--- src/mode_cfg_pkg.sv ---
// package: register map, field positions and mode types of the mode port
package mode_cfg_pkg;
	localparam logic [6:0] ADDR_RESET = 7'h00;
	localparam logic [6:0] ADDR_POWER = 7'h01;
	localparam logic [6:0] ADDR_TIMING = 7'h02;
	localparam logic [6:0] ADDR_OUTMODE = 7'h03;
	localparam logic [6:0] ADDR_FORMAT = 7'h04;
	localparam logic [7:0] REG_RESET_VAL = 8'h00;
	localparam int RESET_BIT = 7;
	localparam int OUTPUT_DISABLE_BIT_BIT = 2;
	localparam int DCS_BIT = 0;
	localparam int WORD_BITS = 16;
	localparam logic [4:0] WORD_BITS_C = 5'h10;
	localparam logic [4:0] DATA_START = 5'h08;
	localparam logic [1:0] PD_NORMAL = 2'h0;
	localparam logic [1:0] PD_NAP = 2'h1;
	localparam logic [1:0] PD_SLEEP = 2'h3;
	localparam logic [1:0] OUTMODE_CMOS = 2'h0;
	localparam logic [1:0] OUTMODE_LVDS = 2'h1;
	localparam logic [2:0] ILVDS_3P5 = 3'h0;
	localparam int NAP_RECOVER_CYCLES = 100;
	localparam logic [6:0] NAP_RECOVER_C = 7'h64;

	typedef enum logic [1:0] {
		PWR_NORMAL = 2'b00,
		PWR_NAP = 2'b01,
		PWR_SLEEP = 2'b10
	} power_state_t;

	typedef struct packed {
		logic cs_n;
		logic sck;
		logic sdi;
		logic prog_sel;
	} pins_t;

	typedef struct packed {
		power_state_t power;
		logic outputs_off;
		logic dcs_on;
		logic [1:0] out_mode;
		logic [2:0] lvds_current;
		logic term_on;
		logic clk_inv;
		logic [1:0] clk_phase;
		logic [5:0] data_format;
	} mode_t;
endpackage

--- src/adc_mode_config_port.sv ---
// adc_mode_config_port: parallel straps or serial port for converter modes
`timescale 1ns/1ps
`default_nettype none
module adc_mode_config_port (
	input wire logic ref_clk,
	input wire logic resetn,
	input wire logic programming_select_pin,
	input wire logic cs_n,
	input wire logic sck,
	input wire logic sdi,
	input wire logic sample_tick,
	output logic sdo_o,
	output logic sdo_oe,
	output logic digital_out_en,
	output logic core_power_en,
	output logic ref_power_en,
	output logic nap_recovering,
	output logic dcs_on,
	output logic [1:0] out_mode,
	output logic [2:0] lvds_current,
	output logic term_on,
	output logic clk_inv,
	output logic [1:0] clk_phase,
	output logic [5:0] data_format
);
	mode_cfg_pkg::pins_t sync1_r;
	mode_cfg_pkg::pins_t sync2_r;
	logic sck_prev_r;
	logic [7:0] power_r;
	logic [7:0] timing_r;
	logic [7:0] outmode_r;
	logic [7:0] format_r;
	logic [4:0] bit_cnt_r;
	logic [14:0] shift_r;
	logic [7:0] read_r;
	logic reading_r;
	logic soft_reset_r;
	logic [6:0] nap_cnt_r;
	mode_cfg_pkg::mode_t mode_nxt;
	mode_cfg_pkg::power_state_t pwr_prev_r;

	wire logic parallel = sync2_r.prog_sel;
	wire logic frame = ~parallel & ~sync2_r.cs_n;
	wire logic sck_rise = sync2_r.sck & ~sck_prev_r;
	wire logic sck_fall = ~sync2_r.sck & sck_prev_r;
	wire logic [15:0] word = {shift_r, sync2_r.sdi};
	wire logic take_bit = frame && sck_rise
		&& bit_cnt_r < mode_cfg_pkg::WORD_BITS_C;
	wire logic shift_out = frame && sck_fall
		&& bit_cnt_r > mode_cfg_pkg::DATA_START
		&& bit_cnt_r < mode_cfg_pkg::WORD_BITS_C;
	wire logic wr_strobe = take_bit && bit_cnt_r == 5'h0F
		&& !word[15];
	wire logic nap_exit = pwr_prev_r == mode_cfg_pkg::PWR_NAP
		&& mode_nxt.power == mode_cfg_pkg::PWR_NORMAL;

	function automatic logic [7:0] reg_read(input logic [6:0] addr,
		input logic [7:0] pw, input logic [7:0] tm, input logic [7:0] om,
		input logic [7:0] fm);
		unique case (addr)
			mode_cfg_pkg::ADDR_POWER: reg_read = pw;
			mode_cfg_pkg::ADDR_TIMING: reg_read = tm;
			mode_cfg_pkg::ADDR_OUTMODE: reg_read = om;
			mode_cfg_pkg::ADDR_FORMAT: reg_read = fm;
			default: reg_read = mode_cfg_pkg::REG_RESET_VAL;
		endcase
	endfunction

	// address match for a completed write word
	function automatic logic wr_hit(input logic strobe,
		input logic [6:0] addr, input logic [6:0] target);
		wr_hit = strobe && addr == target;
	endfunction

	// pins pass two flip-flops
	always_ff @(posedge ref_clk) begin
		if (!resetn) begin
			sync1_r <= '{cs_n: 1'b1, default: 1'b0};
			sync2_r <= '{cs_n: 1'b1, default: 1'b0};
			sck_prev_r <= 1'b0;
		end else begin
			sync1_r <= '{cs_n: cs_n, sck: sck, sdi: sdi,
				prog_sel: programming_select_pin};
			sync2_r <= sync1_r;
			sck_prev_r <= sync2_r.sck;
		end
	end

	// bit counter, later rises ignored
	always_ff @(posedge ref_clk) begin
		if (!resetn || !frame)
			bit_cnt_r <= 5'h00;
		else if (take_bit)
			bit_cnt_r <= bit_cnt_r + 5'h01;
	end

	// input shift register, first bit first
	always_ff @(posedge ref_clk) begin
		if (!resetn || !frame)
			shift_r <= '0;
		else if (take_bit)
			shift_r <= word[14:0];
	end

	// read flag from the first bit
	always_ff @(posedge ref_clk) begin
		if (!resetn || !frame)
			reading_r <= 1'b0;
		else if (take_bit && bit_cnt_r == 5'h00)
			reading_r <= sync2_r.sdi;
	end

	// read data, loaded after the address, shifted on falls
	always_ff @(posedge ref_clk) begin
		if (!resetn || !frame)
			read_r <= '0;
		else if (take_bit && bit_cnt_r == 5'h07 && reading_r)
			read_r <= reg_read(word[6:0], power_r, timing_r, outmode_r,
				format_r);
		else if (shift_out)
			read_r <= {read_r[6:0], 1'b0};
	end

	// open drain data, never driven high
	always_ff @(posedge ref_clk) begin
		if (!resetn)
			sdo_o <= 1'b0;
		else
			sdo_o <= 1'b0;
	end

	// pull low while the current read bit is zero
	always_ff @(posedge ref_clk) begin
		if (!resetn)
			sdo_oe <= 1'b0;
		else
			sdo_oe <= frame && reading_r
				&& bit_cnt_r >= mode_cfg_pkg::DATA_START
				&& !read_r[7];
	end

	// software reset pulse, clears itself next cycle
	always_ff @(posedge ref_clk) begin
		if (!resetn || soft_reset_r)
			soft_reset_r <= 1'b0;
		else if (wr_hit(wr_strobe, word[14:8], mode_cfg_pkg::ADDR_RESET))
			soft_reset_r <= word[mode_cfg_pkg::RESET_BIT];
	end

	// power down register
	always_ff @(posedge ref_clk) begin
		if (!resetn || soft_reset_r)
			power_r <= mode_cfg_pkg::REG_RESET_VAL;
		else if (wr_hit(wr_strobe, word[14:8], mode_cfg_pkg::ADDR_POWER))
			power_r <= word[7:0];
	end

	// timing register
	always_ff @(posedge ref_clk) begin
		if (!resetn || soft_reset_r)
			timing_r <= mode_cfg_pkg::REG_RESET_VAL;
		else if (wr_hit(wr_strobe, word[14:8], mode_cfg_pkg::ADDR_TIMING))
			timing_r <= word[7:0];
	end

	// output mode register
	always_ff @(posedge ref_clk) begin
		if (!resetn || soft_reset_r)
			outmode_r <= mode_cfg_pkg::REG_RESET_VAL;
		else if (wr_hit(wr_strobe, word[14:8], mode_cfg_pkg::ADDR_OUTMODE))
			outmode_r <= word[7:0];
	end

	// data format register
	always_ff @(posedge ref_clk) begin
		if (!resetn || soft_reset_r)
			format_r <= mode_cfg_pkg::REG_RESET_VAL;
		else if (wr_hit(wr_strobe, word[14:8], mode_cfg_pkg::ADDR_FORMAT))
			format_r <= word[7:0];
	end

	// mode selection: parallel straps or serial registers
	always_comb begin
		mode_nxt = '0;
		if (parallel) begin
			mode_nxt.dcs_on = sync2_r.cs_n;
			mode_nxt.out_mode = sync2_r.sck ? mode_cfg_pkg::OUTMODE_LVDS
				: mode_cfg_pkg::OUTMODE_CMOS;
			mode_nxt.lvds_current = mode_cfg_pkg::ILVDS_3P5;
			mode_nxt.term_on = 1'b0;
			mode_nxt.power = sync2_r.sdi ? mode_cfg_pkg::PWR_SLEEP
				: mode_cfg_pkg::PWR_NORMAL;
		end else begin
			mode_nxt.dcs_on = timing_r[mode_cfg_pkg::DCS_BIT];
			mode_nxt.clk_phase = timing_r[2:1];
			mode_nxt.clk_inv = timing_r[3];
			mode_nxt.out_mode = outmode_r[1:0];
			mode_nxt.outputs_off = outmode_r[mode_cfg_pkg::OUTPUT_DISABLE_BIT_BIT];
			mode_nxt.term_on = outmode_r[3];
			mode_nxt.lvds_current = outmode_r[6:4];
			mode_nxt.data_format = format_r[5:0];
			unique case (power_r[1:0])
				mode_cfg_pkg::PD_NAP: mode_nxt.power = mode_cfg_pkg::PWR_NAP;
				mode_cfg_pkg::PD_SLEEP: mode_nxt.power = mode_cfg_pkg::PWR_SLEEP;
				default: mode_nxt.power = mode_cfg_pkg::PWR_NORMAL;
			endcase
		end
	end

	// digital outputs driven unless disabled
	always_ff @(posedge ref_clk) begin
		if (!resetn) begin
			digital_out_en <= 1'b0;
		end else begin
			digital_out_en <= !mode_nxt.outputs_off;
		end
	end

	// core powered only in normal operation
	always_ff @(posedge ref_clk) begin
		if (!resetn) begin
			core_power_en <= 1'b0;
		end else begin
			core_power_en <= mode_nxt.power == mode_cfg_pkg::PWR_NORMAL;
		end
	end

	// references stay up except in sleep
	always_ff @(posedge ref_clk) begin
		if (!resetn) begin
			ref_power_en <= 1'b0;
		end else begin
			ref_power_en <= mode_nxt.power != mode_cfg_pkg::PWR_SLEEP;
		end
	end

	// power state of the previous cycle
	always_ff @(posedge ref_clk) begin
		if (!resetn) begin
			pwr_prev_r <= mode_cfg_pkg::PWR_NORMAL;
		end else begin
			pwr_prev_r <= mode_nxt.power;
		end
	end

	// duty cycle stabilizer
	always_ff @(posedge ref_clk) begin
		if (!resetn) begin
			dcs_on <= 1'b0;
		end else begin
			dcs_on <= mode_nxt.dcs_on;
		end
	end

	// output mode select
	always_ff @(posedge ref_clk) begin
		if (!resetn) begin
			out_mode <= 2'h0;
		end else begin
			out_mode <= mode_nxt.out_mode;
		end
	end

	// lvds drive current
	always_ff @(posedge ref_clk) begin
		if (!resetn) begin
			lvds_current <= 3'h0;
		end else begin
			lvds_current <= mode_nxt.lvds_current;
		end
	end

	// internal termination
	always_ff @(posedge ref_clk) begin
		if (!resetn) begin
			term_on <= 1'b0;
		end else begin
			term_on <= mode_nxt.term_on;
		end
	end

	// output clock invert
	always_ff @(posedge ref_clk) begin
		if (!resetn) begin
			clk_inv <= 1'b0;
		end else begin
			clk_inv <= mode_nxt.clk_inv;
		end
	end

	// output clock phase
	always_ff @(posedge ref_clk) begin
		if (!resetn) begin
			clk_phase <= 2'h0;
		end else begin
			clk_phase <= mode_nxt.clk_phase;
		end
	end

	// data format settings
	always_ff @(posedge ref_clk) begin
		if (!resetn) begin
			data_format <= 6'h00;
		end else begin
			data_format <= mode_nxt.data_format;
		end
	end

	// nap recovery counter in sample clock ticks
	always_ff @(posedge ref_clk) begin
		if (!resetn)
			nap_cnt_r <= 7'h00;
		else if (nap_exit)
			nap_cnt_r <= mode_cfg_pkg::NAP_RECOVER_C;
		else if (nap_cnt_r != 7'h00 && sample_tick)
			nap_cnt_r <= nap_cnt_r - 7'h01;
	end

	// recovering until the last tick is counted
	always_ff @(posedge ref_clk) begin
		if (!resetn)
			nap_recovering <= 1'b0;
		else if (nap_exit)
			nap_recovering <= 1'b1;
		else
			nap_recovering <= nap_cnt_r != 7'h00
				&& !(sample_tick && nap_cnt_r == 7'h01);
	end
endmodule // adc_mode_config_port
`default_nettype wire

--- config.mk ---
export PLATFORM = sky130hd
export DESIGN_NAME = adc_mode_config_port
export DESIGN_NICKNAME = d
export VERILOG_FILES = /design/src/mode_cfg_pkg.sv /design/src/adc_mode_config_port.sv
export SDC_FILE = /design/constraint.sdc
export NUM_CORES = 1
export LEC_CHECK = 0
export ABC_AREA = 1
export BUFFER_PORTS_ARGS = -buffer_cell sky130_fd_sc_hd__buf_2
export CORE_AREA = 2 2 91 93
export CTS_BUF_LIST = sky130_fd_sc_hd__clkbuf_2 sky130_fd_sc_hd__clkbuf_4 sky130_fd_sc_hd__clkbuf_8
export DETAILED_ROUTE_END_ITERATION = 7
export DIE_AREA = 0 0 93 95
export PLACE_DENSITY_LB_ADDON = 0.2
export SLEW_MARGIN = 10
export SYNTH_ARGS = -nofsm -noshare
export SYNTH_HDL_FRONTEND = slang
export SYNTH_SLANG_ARGS = --single-unit
--- constraint.sdc ---
create_clock -name ref_clk -period 1.6 [get_ports ref_clk]
set_input_delay 0.24 -clock ref_clk [delete_from_list [all_inputs] [get_ports ref_clk]]
set_output_delay 0.24 -clock ref_clk [all_outputs]
set_load 0.1 [all_outputs]
==> results by group <==
Cells and area
  • Final Cell Area: 5386 sq um
  • Non-Filler Instances: 774
  • Nets@finish: 677
  • Synth-to-layout area growth: 25.44%
  • Fillers: 709
  • Util after Layout: 0.6795
  • Layout cell share with drive strength beyond 1: 0.2556
  • Area of the multi-input gates: 2071 sq um
  • N_diodes: 0
  • Reg area: 2031 sq um

Yosys
  • Mapped Avg Cell Area: 7.303 sq um
  • Syn_nets: 601
  • Async S/R FF share, synth: 0
  • Synth area leaders: dfxtp_1 (47%), nand2_1 (9.4%), nand3_1 (7.3%)
  • Post-synth EDFFs: 0
  • Synth Cell Area: 4294 sq um
  • Yosys top cell area share: 0.4709
  • Yosys top cell by area: dfxtp_1
  • Yosys warning total: 0
  • #FFs+latches synth: 101
  • Library cells used by synthesis: 30
  • Post-Synthesis Cells: 588
  • Synth Flop Type: dfxtp_1
  • Register area share after synthesis: 0.4709

Routing
  • Wirelength, routed: 10610 microns
  • DRC errors left: 0
  • ANT nets after route: 0
  • Pre-antenna DRT Iters: 5
  • Vias: 4010
  • Iter 0 DRT Violations: 231
  • Routed WL per cell: 13.71 microns
  • Post-detailed-route via-to-cell ratio: 5.181

Setup path
  • Worst r2r src: bit_cnt_r[1]
  • Critical Path RT: 1.91 ns
  • R2R cell count: 12
  • Reg2reg end: outmode_r[6]
  • CP endpoint kind: register
  • Worst Path Max Fanout: 7
  • Crit path launch type: register
  • CP startpoint: bit_cnt_r[1]
  • CP Capture Point: outmode_r[6]
  • CP Class: register to register
  • R2R Setup Slk: -0.07 ns
  • WP data arrival: 1.98 ns

Clock tree
  • Clock transition at the registers of the reported paths: 0.11 ns
  • Max Buffers Root-to-Sink: 2
  • Clk sink count: 101
  • Root Driver: clkbuf_8
  • TritonCTS clock tree: built
  • Clk_lat worst skew: 0.37 ns
  • Cts bufs inserted: 9
  • H-tree depth: 3

Timing
  • Crit share post-route: 1.044
  • Total Neg Setup Slack: -1.064 ns
  • Slew Viols, Final: 0
  • Final WS setup: -0.06982 ns
  • Worst hold-check slack: 0.05473 ns
  • Endpoints failing hold: 0
  • Crit path time final: 1.670 ns
  • RSZ-0062 raised after global routing: true
  • Final setup fails: 30
  • Worst Skew: 0.01487 ns
  • Fmax: 0.5989 GHz

GRT
  • Initial antenna violation count: 0
  • GRT Resource Usage Total: 0.2357
  • Largest net degree at the start of global routing: 23
  • Vias in the first global route: 3488
  • First-pass GRT wire length: 16170 microns
  • Grt total ovfl: 0

Placed design
  • Final GP Congestion: 0.8780
  • Inst Count DP: 748
  • Hpwl dp: 7143 microns
  • IO buf count: 27
  • Placed inst area: 4876 sq um

Outcome
  • Failing checks: negative setup slack
  • Status: finished, violations left

Floorplan
  • Vert. Die Dim: 95 microns
  • Placeable Area: 7928 sq um
  • IO Count: 29
  • Die area: 8835 sq um
  • Die Width: 93 microns
  • Row cnt: 33
  • Initial Util: 0.5417

Power and ir drop
  • Pwr dens: 985.8 nW/um^2
  • Leak pwr: 2.345 nW
  • Worst VDD drop: 1.125 mV

Worst hold path
  • Hold Crit Class: input port to register

Job
  • Maxcap violations: 0
[stage by stage]
step / worst slack [ns] / power, mW
3_3_place_gp: -0.04538 / 3.577
3_5_place_dp: -0.09137 / 3.623
2_1_floorplan: -0.002892 / 3.438
4_1_cts: -0.06087 / 5.320
5_1_grt: -0.1534 / 5.576
6_report: -0.06982 / 5.310
[synthesized netlist by cell type (all sizes together), types with 7 or more instances]
| cell type | n |
|---|---|
| nand3 | 63 |
| a21oi | 47 |
| dfxtp | 101 |
| nor2 | 88 |
| nand2 | 109 |
| buf | 14 |
| nor3 | 8 |
| nand3b | 7 |
| clkbuf | 7 |
| o21bai | 8 |
| o21ai | 34 |
| inv | 76 |
[cell usage in the layout (no fill, tap or decap), types with 4 or more instances in the layout]
| cell type | netlist | layout |
|---|---|---|
| dfxtp_1 | 101 | 96 |
| nand2_1 | 108 | 94 |
| nor2_1 | 78 | 74 |
| inv_1 | 72 | 68 |
| nand3_1 | 63 | 58 |
| buf_4 | 4 | 50 |
| a21oi_1 | 47 | 39 |
| buf_2 | 9 | 28 |
| o21ai_0 | 34 | 22 |
| nand2_2 | 1 | 13 |
| clkbuf_8 | 0 | 9 |
| a21oi_2 | 0 | 8 |
| nor2_4 | 2 | 7 |
| nor2_2 | 8 | 7 |
| o21bai_1 | 8 | 7 |
| nor3_1 | 8 | 7 |
| nand3b_1 | 7 | 7 |
| inv_2 | 4 | 6 |
| o21ai_1 | 0 | 6 |
| o21ai_2 | 0 | 6 |
| nand3_2 | 0 | 5 |
| nand4_1 | 5 | 5 |
| inv_8 | 0 | 4 |
| ha_1 | 6 | 4 |
| dfxtp_2 | 0 | 4 |
| buf_6 | 1 | 4 |
[power by group]
part	internal (mW)	total [mW]	switching, mW
Clock	0.765	1.73	0.965
Combinational	0.332	0.912	0.580
Sequential	2.60	2.67	0.0660
Total	3.70	5.31	1.61
[registers in the layout (all words and copies together), names as in the netlist, 4 cells and up]
signal / cells
timing_r: 8
read_r: 8
outmode_r: 8
nap_cnt_r: 7
format_r: 8
bit_cnt_r: 5
data_format: 6
sync1_r: 4
shift_r: 15
power_r: 8
[worst max-delay path, cell delays in order (launching register included)]
cell	delay [ns]
dfxtp_2	0.37
ha_4	0.14
inv_2	0.03
nor3_2	0.10
ha_2	0.19
inv_2	0.04
nor2_4	0.08
nand2_2	0.09
inv_4	0.10
buf_12	0.14
buf_4	0.13
nand3_1	0.07
a21oi_1	0.15
[worst min-delay path by stage]
stage                                       from          to  slack, ns  cells after the start
final                                        sck  sync1_r[2]       0.05                      3
after floorplan           programming_select_pin  sync1_r[0]       0.34                      2
after detailed placement              sync1_r[1]  sync2_r[1]       0.40                      2
after global placement                sync1_r[3]  sync2_r[3]       0.39                      1
after CTS                                    sck  sync1_r[2]       0.05                      3
after global routing                        cs_n  sync1_r[3]       0.04                      2
[routing by layer]
metal  track usage  part of all wire  wire [microns]
met1        0.2899              0.43            4523
met3       0.04789             0.046             485
met5             0                 0               0
met4       0.08824             0.021             224
met2        0.4088              0.51            5377
[timing repair]
item / CTS / global route
hold buffers: 0 / 0
cloned: 0 / 2
setup endpoints to repair: 36 / 52
pin swaps: 3 / 17
hold endpoints to repair: 0 / 0
resized for setup: 23 / 46
buffers inserted: 0 / 8
[kinds of logic after synthesis]
| kind of cell | synth area share |
|---|---|
| fa+ha+maj | 0.01748 |
| other cells | 0.0008733 |
| simple gates | 0.2969 |
| flops | 0.4709 |
| buf+inv | 0.09295 |
| xor+xnor | 0.006120 |
| compound gates | 0.1148 |
[layout make-up]
class / count / area share
timing repair buffer: 86 / 0.1199
tap: 105 / 0.02439
multi-input combinational: 390 / 0.3844
inverter: 76 / 0.05482
clock buffer: 9 / 0.02300
sequential: 101 / 0.3770
clock inverter: 7 / 0.01649
Note: power is estimated with default switching activity, not from simulation.
